$ cat src/hdl/drvst_cfg.svh
// Constants for the output driver control and status block.
// Assumes inclusion by the package and the design file only.
`ifndef DRVST_CFG_SVH
`define DRVST_CFG_SVH
`define DRVST_FRAME_SHORT     5'd16
`define DRVST_FRAME_LONG      5'd24
`define DRVST_ADDR_MSB        15
`define DRVST_RW_BIT          12
`define DRVST_READ_START_EDGE 5'd4
`define DRVST_CRC_POLY        8'h07
`define DRVST_CRC_INIT        8'h00
`define DRVST_DEV_ADDR_RST    3'h0
`define DRVST_RANGE_RST       4'h0
`define DRVST_CMD_CLEAR_BIT   1
`define DRVST_CMD_RESET_BIT   0
`define DRVST_SAMPLE_LAT      2
`endif

$ cat src/hdl/drvst_pkg.sv
// Types shared by the output driver control and status block.
// Assumes the constants header is available on the include path.
`include "drvst_cfg.svh"
package drvst_pkg;
  // Control settings held by the device.
  typedef struct packed {
    logic [3:0] range_code;
    logic       clear_level_select;
    logic       output_drive_on;
    logic       sense_resistor_select;
  } drvst_ctrl_t;
  // Live fault inputs from the analog detectors.
  typedef struct packed {
    logic overheat;
    logic current_open;
    logic voltage_short;
  } drvst_fault_t;
  // Link receive states.
  typedef enum logic [2:0] {
    ST_IDLE  = 3'b001,
    ST_SHIFT = 3'b010,
    ST_READ  = 3'b100
  } drvst_state_t;
endpackage

$ cat src/hdl/drvst_core.sv
// Control and status logic of a single-channel output driver behind a serial link.
// Assumes core_clk much faster than the link clock; link pins are asynchronous.
`include "drvst_cfg.svh"

// Overview of operation
// - Read only on address match and read flag
// - Data out released; drive from fifth rising edge
// - Release data out at frame select rise
// - Read word: address, zero, controls, zero, flags
// - Four status flags; in software mode any fault pulls alert
// - Hardware mode takes range from pins
// - Hardware mode: three separate fault alerts
// - Check failure sets packet check error
// - Overheat flag follows temperature detector
// - Current open flag follows open detector
// - Voltage short flag follows short detector
// - Software mode alert on four conditions
// - Hardware mode dedicated alert per fault
// - Clear input high forces clear level
// - Effective clear select is pin OR bit
// - Select zero gives zero scale, one midscale
// - Clear release restores programmed value
// - Clear command in control write clears
// - Resistor select bit picks sense resistor
// - Check at frame end; fail discards write
// - Status read clears packet check error
// - Plain frame 16 bits, sampled falling
module drvst_core #(
  parameter logic [2:0] DEVICE_ADDR = `DRVST_DEV_ADDR_RST
) (
  input  wire logic                  core_clk,
  input  wire logic                  reset,
  input  wire logic                  link_clk,
  input  wire logic                  link_sel_n,
  input  wire logic                  link_din,
  output logic                       link_dout,
  output logic                       link_dout_oe_n,
  input  wire logic                  hw_config_select,
  input  wire logic [3:0]            range_pins,
  input  wire logic                  sense_resistor_pin,
  input  wire logic                  clear_pin,
  input  wire logic                  clear_level_pin,
  input  wire drvst_pkg::drvst_fault_t fault_in,
  output drvst_pkg::drvst_ctrl_t     ctrl_out,
  output logic                       clear_active,
  output logic                       clear_to_midscale,
  output logic                       fault_alert_oe_n,
  output logic                       current_open_alert_oe_n,
  output logic                       voltage_short_alert_oe_n,
  output logic                       overheat_alert_oe_n
);
  import drvst_pkg::*;

  // Two-flop synchronisers for every asynchronous pin.
  // Select resets high and the link clock low, their idle levels, so no false edge follows reset.
  logic [9:0] sync1_reg;
  logic [9:0] sync2_reg;
  always_ff @(posedge core_clk) begin
    if (reset) begin
      sync1_reg <= 10'h2_00;
      sync2_reg <= 10'h2_00;
    end else begin
      sync1_reg <= {link_sel_n, link_clk, link_din, clear_pin, clear_level_pin, hw_config_select,
                    fault_in.overheat, fault_in.current_open, fault_in.voltage_short, sense_resistor_pin};
      sync2_reg <= sync1_reg;
    end
  end

  wire sel_n_s   = sync2_reg[9];
  wire sclk_s    = sync2_reg[8];
  wire din_s     = sync2_reg[7];
  wire clr_s     = sync2_reg[6];
  wire clear_level_select_s  = sync2_reg[5];
  wire hwmode_s  = sync2_reg[4];
  wire heat_s    = sync2_reg[3];
  wire iopen_s   = sync2_reg[2];
  wire vshort_s  = sync2_reg[1];
  wire rsetpin_s = sync2_reg[0];

  // Edge detection on the synchronised link clock and frame select.
  logic sclk_d_reg;
  logic sel_d_reg;
  always_ff @(posedge core_clk) begin
    if (reset) begin
      sclk_d_reg <= 1'b0;
      sel_d_reg  <= 1'b1;
    end else begin
      sclk_d_reg <= sclk_s;
      sel_d_reg  <= sel_n_s;
    end
  end
  wire sclk_rise = sclk_s & ~sclk_d_reg;
  wire sclk_fall = ~sclk_s & sclk_d_reg;
  wire sel_rise  = sel_n_s & ~sel_d_reg;
  wire sel_fall  = ~sel_n_s & sel_d_reg;

  // Receive shift register, bit counter and CRC, all advanced on falling link edges.
  logic [23:0]  shift_reg;
  logic [4:0]   bitcnt_reg;
  logic [4:0]   risecnt_reg;
  logic [7:0]   crc_reg;
  drvst_state_t state_reg;
  drvst_state_t state_next;
  wire          in_frame  = ~sel_n_s;
  wire [7:0]    crc_fb    = {crc_reg[6:0], 1'b0} ^ ((crc_reg[7] ^ din_s) ? `DRVST_CRC_POLY : 8'h00);
  wire          crc_track = (bitcnt_reg < `DRVST_FRAME_SHORT);
  always_ff @(posedge core_clk) begin
    if (reset || sel_fall) begin
      shift_reg  <= 24'h00_0000;
      bitcnt_reg <= 5'h00;
      crc_reg    <= `DRVST_CRC_INIT;
    end else if (in_frame && sclk_fall) begin
      shift_reg  <= {shift_reg[22:0], din_s};
      bitcnt_reg <= (bitcnt_reg == 5'h1F) ? bitcnt_reg : bitcnt_reg + 5'h01;
      crc_reg    <= crc_track ? crc_fb : crc_reg;
    end
  end

  // Rising link edges seen in the frame; the checks use it to pin where read data starts.
  always_ff @(posedge core_clk) begin
    if (reset || sel_fall) begin
      risecnt_reg <= 5'h00;
    end else if (in_frame && sclk_rise) begin
      risecnt_reg <= (risecnt_reg == 5'h1F) ? risecnt_reg : risecnt_reg + 5'h01;
    end
  end

  // Frame decode at the closing edge of frame select.
  wire        len_short  = (bitcnt_reg == `DRVST_FRAME_SHORT);
  wire        len_long   = (bitcnt_reg == `DRVST_FRAME_LONG);
  wire [15:0] data_word  = len_long ? shift_reg[23:8] : shift_reg[15:0];
  wire        crc_ok     = (shift_reg[7:0] == crc_reg);
  wire        word_valid = len_short | (len_long & crc_ok);
  wire        addr_match = (data_word[`DRVST_ADDR_MSB -: 3] == DEVICE_ADDR);
  wire        is_read    = data_word[`DRVST_RW_BIT];
  wire        frame_end  = sel_rise & ~(state_reg == ST_READ);
  wire        do_write   = frame_end & word_valid & addr_match & ~is_read & ~hwmode_s;
  wire        crc_fail   = frame_end & len_long & ~crc_ok;
  wire        cmd_reset  = do_write & data_word[`DRVST_CMD_RESET_BIT] & (data_word[11:2] == 10'h000);
  wire        cmd_write  = do_write & ~cmd_reset;
  // Early read request detect after the address and read flag have arrived.
  wire        read_req   = in_frame & (bitcnt_reg == `DRVST_READ_START_EDGE) & (shift_reg[3:1] == DEVICE_ADDR)
                           & shift_reg[0];

  // Link state: idle, shifting a frame, or driving read data.
  always_comb begin
    state_next = state_reg;
    case (state_reg)
      ST_IDLE:  state_next = sel_fall ? ST_SHIFT : ST_IDLE;
      ST_SHIFT: state_next = sel_rise ? ST_IDLE : ((read_req && !hwmode_s) ? ST_READ : ST_SHIFT);
      ST_READ:  state_next = sel_rise ? ST_IDLE : ST_READ;
      default:  state_next = ST_IDLE;
    endcase
  end
  always_ff @(posedge core_clk) begin
    if (reset) begin
      state_reg <= ST_IDLE;
    end else begin
      state_reg <= state_next;
    end
  end

  // Control register, written only by a valid addressed frame.
  drvst_ctrl_t ctrl_reg;
  logic        clr_cmd_reg;
  always_ff @(posedge core_clk) begin
    if (reset || cmd_reset) begin
      ctrl_reg    <= '0;
      clr_cmd_reg <= 1'b0;
    end else if (cmd_write) begin
      ctrl_reg    <= data_word[11:5];
      clr_cmd_reg <= data_word[`DRVST_CMD_CLEAR_BIT];
    end
  end

  // Packet check error flag: a new failure wins over the read clear.
  logic pec_err_reg;
  logic status_read_done;
  always_ff @(posedge core_clk) begin
    if (reset) begin
      pec_err_reg <= 1'b0;
    end else if (crc_fail) begin
      pec_err_reg <= 1'b1;
    end else if (status_read_done) begin
      pec_err_reg <= 1'b0;
    end
  end

  // Read word and output shifting; the word is latched when the read begins.
  logic [15:0] tx_reg;
  logic        dout_reg;
  logic        oe_n_reg;
  wire  [3:0]  status_bits = {pec_err_reg, heat_s, iopen_s, vshort_s};
  wire  [15:0] read_word   = {DEVICE_ADDR, 1'b0, ctrl_reg, 1'b0, status_bits};
  wire         read_enter  = (state_reg == ST_SHIFT) && (state_next == ST_READ);
  assign status_read_done  = (state_reg == ST_READ) && sel_rise;
  always_ff @(posedge core_clk) begin
    if (reset) begin
      tx_reg   <= 16'h0000;
      dout_reg <= 1'b0;
      oe_n_reg <= 1'b1;
    end else if (read_enter) begin
      tx_reg   <= read_word;
      oe_n_reg <= 1'b0;
    end else if (state_reg == ST_READ && sclk_rise) begin
      dout_reg <= tx_reg[15];
      tx_reg   <= {tx_reg[14:0], 1'b0};
    end else if (state_reg != ST_READ) begin
      oe_n_reg <= 1'b1;
    end
  end
  assign link_dout      = dout_reg;
  assign link_dout_oe_n = oe_n_reg;

  // Range pins pass their own two-flop synchroniser.
  // The bits are not gray coded, so a pin change may show a mixed code for one cycle.
  logic [3:0] range_s1_reg;
  logic [3:0] range_s2_reg;
  always_ff @(posedge core_clk) begin
    if (reset) begin
      range_s1_reg <= `DRVST_RANGE_RST;
      range_s2_reg <= `DRVST_RANGE_RST;
    end else begin
      range_s1_reg <= range_pins;
      range_s2_reg <= range_s1_reg;
    end
  end

  // Range and resistor come from pins in hardware configuration.
  // Hardware mode has no output enable bit, so the drive is always on there.
  drvst_ctrl_t eff_ctrl;
  wire [3:0]   eff_range = hwmode_s ? range_s2_reg : ctrl_reg.range_code;
  wire         eff_sense_resistor_select  = hwmode_s ? rsetpin_s : ctrl_reg.sense_resistor_select;
  wire         eff_drive = hwmode_s | ctrl_reg.output_drive_on;
  assign eff_ctrl = {eff_range, ctrl_reg.clear_level_select, eff_drive, eff_sense_resistor_select};

  // Output registers; clear overrides drive but programmed values keep updating underneath.
  logic clr_act_reg;
  logic clr_mid_reg;
  drvst_ctrl_t ctrl_out_reg;
  always_ff @(posedge core_clk) begin
    if (reset) begin
      ctrl_out_reg <= '0;
      clr_act_reg  <= 1'b0;
      clr_mid_reg  <= 1'b0;
    end else begin
      ctrl_out_reg <= eff_ctrl;
      clr_act_reg  <= clr_s | clr_cmd_reg;
      clr_mid_reg  <= clear_level_select_s | ctrl_reg.clear_level_select;
    end
  end
  assign ctrl_out          = ctrl_out_reg;
  assign clear_active      = clr_act_reg;
  assign clear_to_midscale = clr_mid_reg;

  // Open-drain alerts: enable low pulls the line low.
  wire any_fault_sw = pec_err_reg | heat_s | iopen_s | vshort_s;
  assign fault_alert_oe_n         = ~(~hwmode_s & any_fault_sw);
  assign current_open_alert_oe_n  = ~(hwmode_s & iopen_s);
  assign voltage_short_alert_oe_n = ~(hwmode_s & vshort_s);
  assign overheat_alert_oe_n      = ~(hwmode_s & heat_s);

  // Checks on the block's own behaviour.
  property p_read_drive;
    @(posedge core_clk) disable iff (reset) read_enter |=> !link_dout_oe_n;
  endproperty
  a_read_drive: assert property (p_read_drive) else $error("read not driven");
  property p_release;
    @(posedge core_clk) disable iff (reset) status_read_done |=> ##1 link_dout_oe_n;
  endproperty
  a_release: assert property (p_release) else $error("data out not released");
  property p_idle_tri;
    @(posedge core_clk) disable iff (reset) (state_reg == ST_IDLE) && $past(state_reg == ST_IDLE) |-> link_dout_oe_n;
  endproperty
  a_idle_tri: assert property (p_idle_tri) else $error("data out driven while idle");
  property p_crc_set;
    @(posedge core_clk) disable iff (reset) crc_fail |=> pec_err_reg;
  endproperty
  a_crc_set: assert property (p_crc_set) else $error("check error not set");
  property p_crc_discard;
    @(posedge core_clk) disable iff (reset) crc_fail |=> $stable(ctrl_reg);
  endproperty
  a_crc_discard: assert property (p_crc_discard) else $error("bad frame written");
  property p_read_clear;
    @(posedge core_clk) disable iff (reset) status_read_done && !crc_fail |=> !pec_err_reg;
  endproperty
  a_read_clear: assert property (p_read_clear) else $error("check error not cleared");
  property p_sw_alert;
    @(posedge core_clk) disable iff (reset) !hwmode_s && any_fault_sw |-> !fault_alert_oe_n;
  endproperty
  a_sw_alert: assert property (p_sw_alert) else $error("alert not pulled");
  property p_hw_alert;
    @(posedge core_clk) disable iff (reset) hwmode_s |-> fault_alert_oe_n && (current_open_alert_oe_n == !iopen_s);
  endproperty
  a_hw_alert: assert property (p_hw_alert) else $error("hardware alert wrong");
  property p_clear;
    @(posedge core_clk) disable iff (reset) clr_s |=> clear_active;
  endproperty
  a_clear: assert property (p_clear) else $error("clear not applied");
  property p_clear_level_select;
    @(posedge core_clk) disable iff (reset) clear_level_select_s |=> clear_to_midscale;
  endproperty
  a_clear_level_select: assert property (p_clear_level_select) else $error("clear select not ORed");

  // Read data must not start before the fifth rising link edge of the frame.
  property p_first_bit;
    @(posedge core_clk) disable iff (reset)
      (state_reg == ST_READ) && in_frame && sclk_rise |-> (risecnt_reg >= `DRVST_READ_START_EDGE);
  endproperty
  a_first_bit: assert property (p_first_bit) else $error("read data shifted too early");
  // In hardware mode the range and resistor follow the synchronised pins one cycle later.
  property p_hw_range;
    @(posedge core_clk) disable iff (reset)
      hwmode_s && $past(hwmode_s) |-> (ctrl_out.range_code == $past(range_s2_reg)) &&
        (ctrl_out.sense_resistor_select == $past(rsetpin_s));
  endproperty
  a_hw_range: assert property (p_hw_range) else $error("hardware range not taken from pins");
  // Hardware mode has no status register, so a read request is never answered there.
  property p_hw_no_read;
    @(posedge core_clk) disable iff (reset)
      hwmode_s && (state_reg == ST_SHIFT) |=> (state_reg != ST_READ);
  endproperty
  a_hw_no_read: assert property (p_hw_no_read) else $error("read answered in hardware mode");
  // The separate alerts stay released outside hardware mode.
  property p_sw_quiet;
    @(posedge core_clk) disable iff (reset)
      !hwmode_s |-> current_open_alert_oe_n && voltage_short_alert_oe_n && overheat_alert_oe_n;
  endproperty
  a_sw_quiet: assert property (p_sw_quiet) else $error("dedicated alert pulled in software mode");
  // The short and overheat alerts each mirror their own detector in hardware mode.
  property p_hw_each;
    @(posedge core_clk) disable iff (reset)
      hwmode_s |-> (voltage_short_alert_oe_n == !vshort_s) && (overheat_alert_oe_n == !heat_s);
  endproperty
  a_hw_each: assert property (p_hw_each) else $error("dedicated alert wrong");
  // A clear command is seen on the clear output two cycles after the write decodes.
  property p_clear_cmd;
    @(posedge core_clk) disable iff (reset)
      cmd_write && data_word[`DRVST_CMD_CLEAR_BIT] |=> ##1 clear_active;
  endproperty
  a_clear_cmd: assert property (p_clear_cmd) else $error("clear command not applied");
  // With both select sources low the clear goes to zero scale.
  property p_zero_scale;
    @(posedge core_clk) disable iff (reset)
      !clear_level_select_s && !ctrl_reg.clear_level_select |=> !clear_to_midscale;
  endproperty
  a_zero_scale: assert property (p_zero_scale) else $error("clear level not zero scale");
  c_read: cover property (@(posedge core_clk) disable iff (reset) status_read_done);
  c_write: cover property (@(posedge core_clk) disable iff (reset) cmd_write);
  c_crc_fail: cover property (@(posedge core_clk) disable iff (reset) crc_fail);
  c_hw: cover property (@(posedge core_clk) disable iff (reset) hwmode_s && !overheat_alert_oe_n);
  c_clear_cmd: cover property (@(posedge core_clk) disable iff (reset) cmd_write && data_word[`DRVST_CMD_CLEAR_BIT]);
endmodule // drvst_core

$ cat config.mk
export PLATFORM = sky130hd
export DESIGN_NAME = drvst_core
export DESIGN_NICKNAME = d
export VERILOG_FILES = /design/src/hdl/drvst_pkg.sv /design/src/hdl/drvst_core.sv
export VERILOG_INCLUDE_DIRS = /design/src /design/src/hdl
export SDC_FILE = /design/constraint.sdc
export NUM_CORES = 1
export LEC_CHECK = 0
export BUFFER_PORTS_ARGS = -buffer_cell sky130_fd_sc_hd__buf_2
export CAP_MARGIN = 20
export CORE_MARGIN = 2
export CORE_UTILIZATION = 50
export CTS_BUF_LIST = sky130_fd_sc_hd__clkbuf_8
export DETAILED_ROUTE_END_ITERATION = 8
export PLACE_DENSITY = 0.74
export SLEW_MARGIN = 0
export SYNTH_ARGS = -nofsm -noshare
export SYNTH_HDL_FRONTEND = slang
export SYNTH_SLANG_ARGS = --single-unit
$ cat constraint.sdc
create_clock -name core_clk -period 3 [get_ports core_clk]
set_input_delay 0.45 -clock core_clk [delete_from_list [all_inputs] [get_ports core_clk]]
set_output_delay 0.45 -clock core_clk [all_outputs]
set_load 0.03 [all_outputs]
==> impl_metrics.yaml <==
run_status:
  status: "completed"
sta:
  worstMarginPinSlew_ps: 890
  hold_viol: 0
  period_minus_slack_ps: 2100
  timing.hold.ws_ps: 256
  timing.fmax_ghz: 0.476
  worst_slack_ps: 901
  setup_viol: 0
  finalSetupTns_ps: 0
  slew_violations: 0
  rsz0062_at_grt: "no"
  relSlewSlack_pct: 40.6
  finalCritPeriodShare_pct: 70.0
  clock-skew-final_ps: 16.9
routing:
  wl_um: 7320
  vias: 3049
  drtPass1Iterations: 4
  drt-initial-drc-count: 161
  via_per_inst: 5.32
  ant_nets: 0
  avgRoutedWirePerCell_um: 12.8
  post-route-drc-count: 0
die:
  start_util_pct: 51.9
  io_pins: 31
  core_area_um2: 7770
  dieHeight_um: 93.8
  fp-row-count: 32
  dieArea_um2: 8800
  die_w_um: 93.8
power_and_ir_drop:
  total_power_mw: 2.35
  internal_power_mw: 1.79
  power_frac_seq_pct: 61.2
  worst_ir_drop_vdd_mv: 0.265
  p_sw_share_pct: 23.6
  combPwrFrac_pct: 2.9
  p_sw_uw: 555
  pwr-share-clk_pct: 35.8
  power.density_nw_per_um2: 530
  p_leak_nw: 1.64
synthesis:
  synthesis.area_um2: 4030
  ys_seq_area_share_pct: 52.6
  synth_top_area_share_pct: 52.6
  ys_ff_latch: 106
  synth.area.top_cells: "dfxtp_1, nand2_1, a21oi_1"
  syn-num-nets: 464
  ys_warn_count: 0
  ys_async_sr_fraction_pct: 0
  syn_inst: 445
  synth_cell_types: 46
  synth_edf_count: 0
  avgSynthCellArea_um2: 9.06
  synth_ff_type: "dfxtp_1"
  synth.largest_area_cell: "dfxtp_1"
placed_design:
  dpl-instance-area_um2: 4240
  dp.cells: 557
  hpwl_um: 4940
  dp_worst_setup_slack_ps: 933
  port_buffers: 30
  routabilityCongestion: 0.792
global_route:
  track_usage_pct: 17.1
  grt_pass1_vias: 2653
  antenna_found_initial: 0
  grt_max_degree: 46
  grt_first_pass_wirelength_um: 11900
  grt-ovfl-total: 0
cts:
  cts_buffer_depth: 2
  clkTransAtPathRegs_ps: 100
  cts_hold_repair.buffers: 0
  cts_resized: 0
  cts_made_buffers: 9
  insertion_delay_ps: 370
  htreeDepth: 3
  postCtsSetupBuffers: 0
  tritoncts: "done"
  clockRootBuffer: "clkbuf_8"
  cts.sinks: 106
critical_path:
  cp-start-kind: "flop"
  cp.arrival_ps: 2340
  path_class: "flop to flop"
  cp.required_ps: 3240
  crit_fanout: 28
  endpoint_kind: "flop"
final_layout:
  nFillCells: 695
  n_antenna_cell: 0
  synthToLayoutAreaGrowth_pct: 9.93
  nets: 485
  multi_input_area_um2: 1770
  drive_above_1_share_pct: 14.2
  instances_no_fill: 573
  seqCellArea_um2: 2120
  fin_util_pct: 57.1
  largest_register_ff_count: 24
  final_area_um2: 4430
hold_path:
  worstHoldPathType: "input port to flop"
job:
  cap_violations: 0
area by class of cell:
| class | instances | area share, % |
|---|---|---|
| Sequential cell | 106 | 47.9 |
| Multi-Input combinational cell | 304 | 40.0 |
| Timing Repair Buffer | 33 | 3.90 |
| Clock buffer | 10 | 3.11 |
| Tap cell | 102 | 2.88 |
| Clock inverter | 6 | 1.21 |
| Inverter | 12 | 1.02 |
metal layers:
layer	GRT usage [%]	vias to the layer above	share of wire [%]
li1	-	1540	-
met1	23.1	1433	48
met4	6.52	0	1.5
met3	3.61	10	4.2
met2	27.0	66	46
met5	0	-	0
path summary, 6_finish.rpt:
path	from	endpoint	slack (ps)	depth (start not counted)
worst max-delay path	sync2_reg[9]	bitcnt_reg[3]	900	5
worst min-delay path	link_sel_n	sync1_reg[9]	260	2
worst max register to register	sync2_reg[9]	bitcnt_reg[3]	900	5
worst min register to register	sync1_reg[9]	sync2_reg[9]	420	1
kinds of logic after synthesis:
logic type	after synthesis	share of synthesized area, %
buf+inv	35	3.51
compound gates	81	12.4
xor+xnor	14	3.04
simple gates	188	22.8
fa+ha+maj	3	0.931
mux	18	4.69
flops	106	52.6
cell usage after synthesis, types with 2 or more instances:
library cell  count
a211oi_1         16
a21oi_1          42
a22oi_1           6
a31oi_1           5
buf_1             2
buf_2             2
clkbuf_1         18
dfxtp_1         106
ha_1              3
inv_1            12
mux2_2            7
mux2i_1          11
nand2_1          90
nand2b_1          6
nand3_1           3
nand4_1           2
nor2_1           23
nor2b_1          31
nor3_1            8
nor4_1            5
o21ai_0           5
o41ai_1           2
or2_2             4
or4_1             2
xor2_1           13
cell usage in the layout, fill, tap and decap left out, types with 2 or more instances in the layout:
master / Yosys / final
a31oi_1: 5 / 5
nand3_1: 3 / 3
a211oi_1: 16 / 16
nand2_1: 90 / 90
a22oi_1: 6 / 6
mux2i_1: 11 / 11
nor2b_1: 31 / 31
buf_4: 0 / 3
nor2_1: 23 / 23
o41ai_1: 2 / 2
nor4_1: 5 / 5
nand2b_1: 6 / 6
or4_1: 2 / 2
mux2_2: 7 / 7
inv_1: 12 / 12
o21ai_0: 5 / 5
a21oi_1: 42 / 42
dfxtp_1: 106 / 106
ha_1: 3 / 3
nor3b_2: 1 / 2
buf_2: 2 / 30
xor2_1: 13 / 13
nor3_1: 8 / 8
nand4_1: 2 / 2
clkbuf_8: 0 / 10
inv_6: 0 / 3
or2_2: 4 / 4
power by group through the flow:
stage	Sequential [mW]	Clock, mW	Combinational [mW]
2_1_floorplan	1.47	0	0.0494
3_3_place_gp	1.47	0	0.0685
3_5_place_dp	1.47	0	0.0698
4_1_cts	1.44	0.858	0.0699
5_1_grt	1.44	0.914	0.0767
6_report	1.44	0.842	0.0691
critical path, cell delays in order (launching register included):
cell and delay [ps]:
dfxtp_1 380, or3b_1 740, nor2_1 440, nand4_1 180
xor2_1 170, nor2_1 50
(Power assumes the default switching activity.)
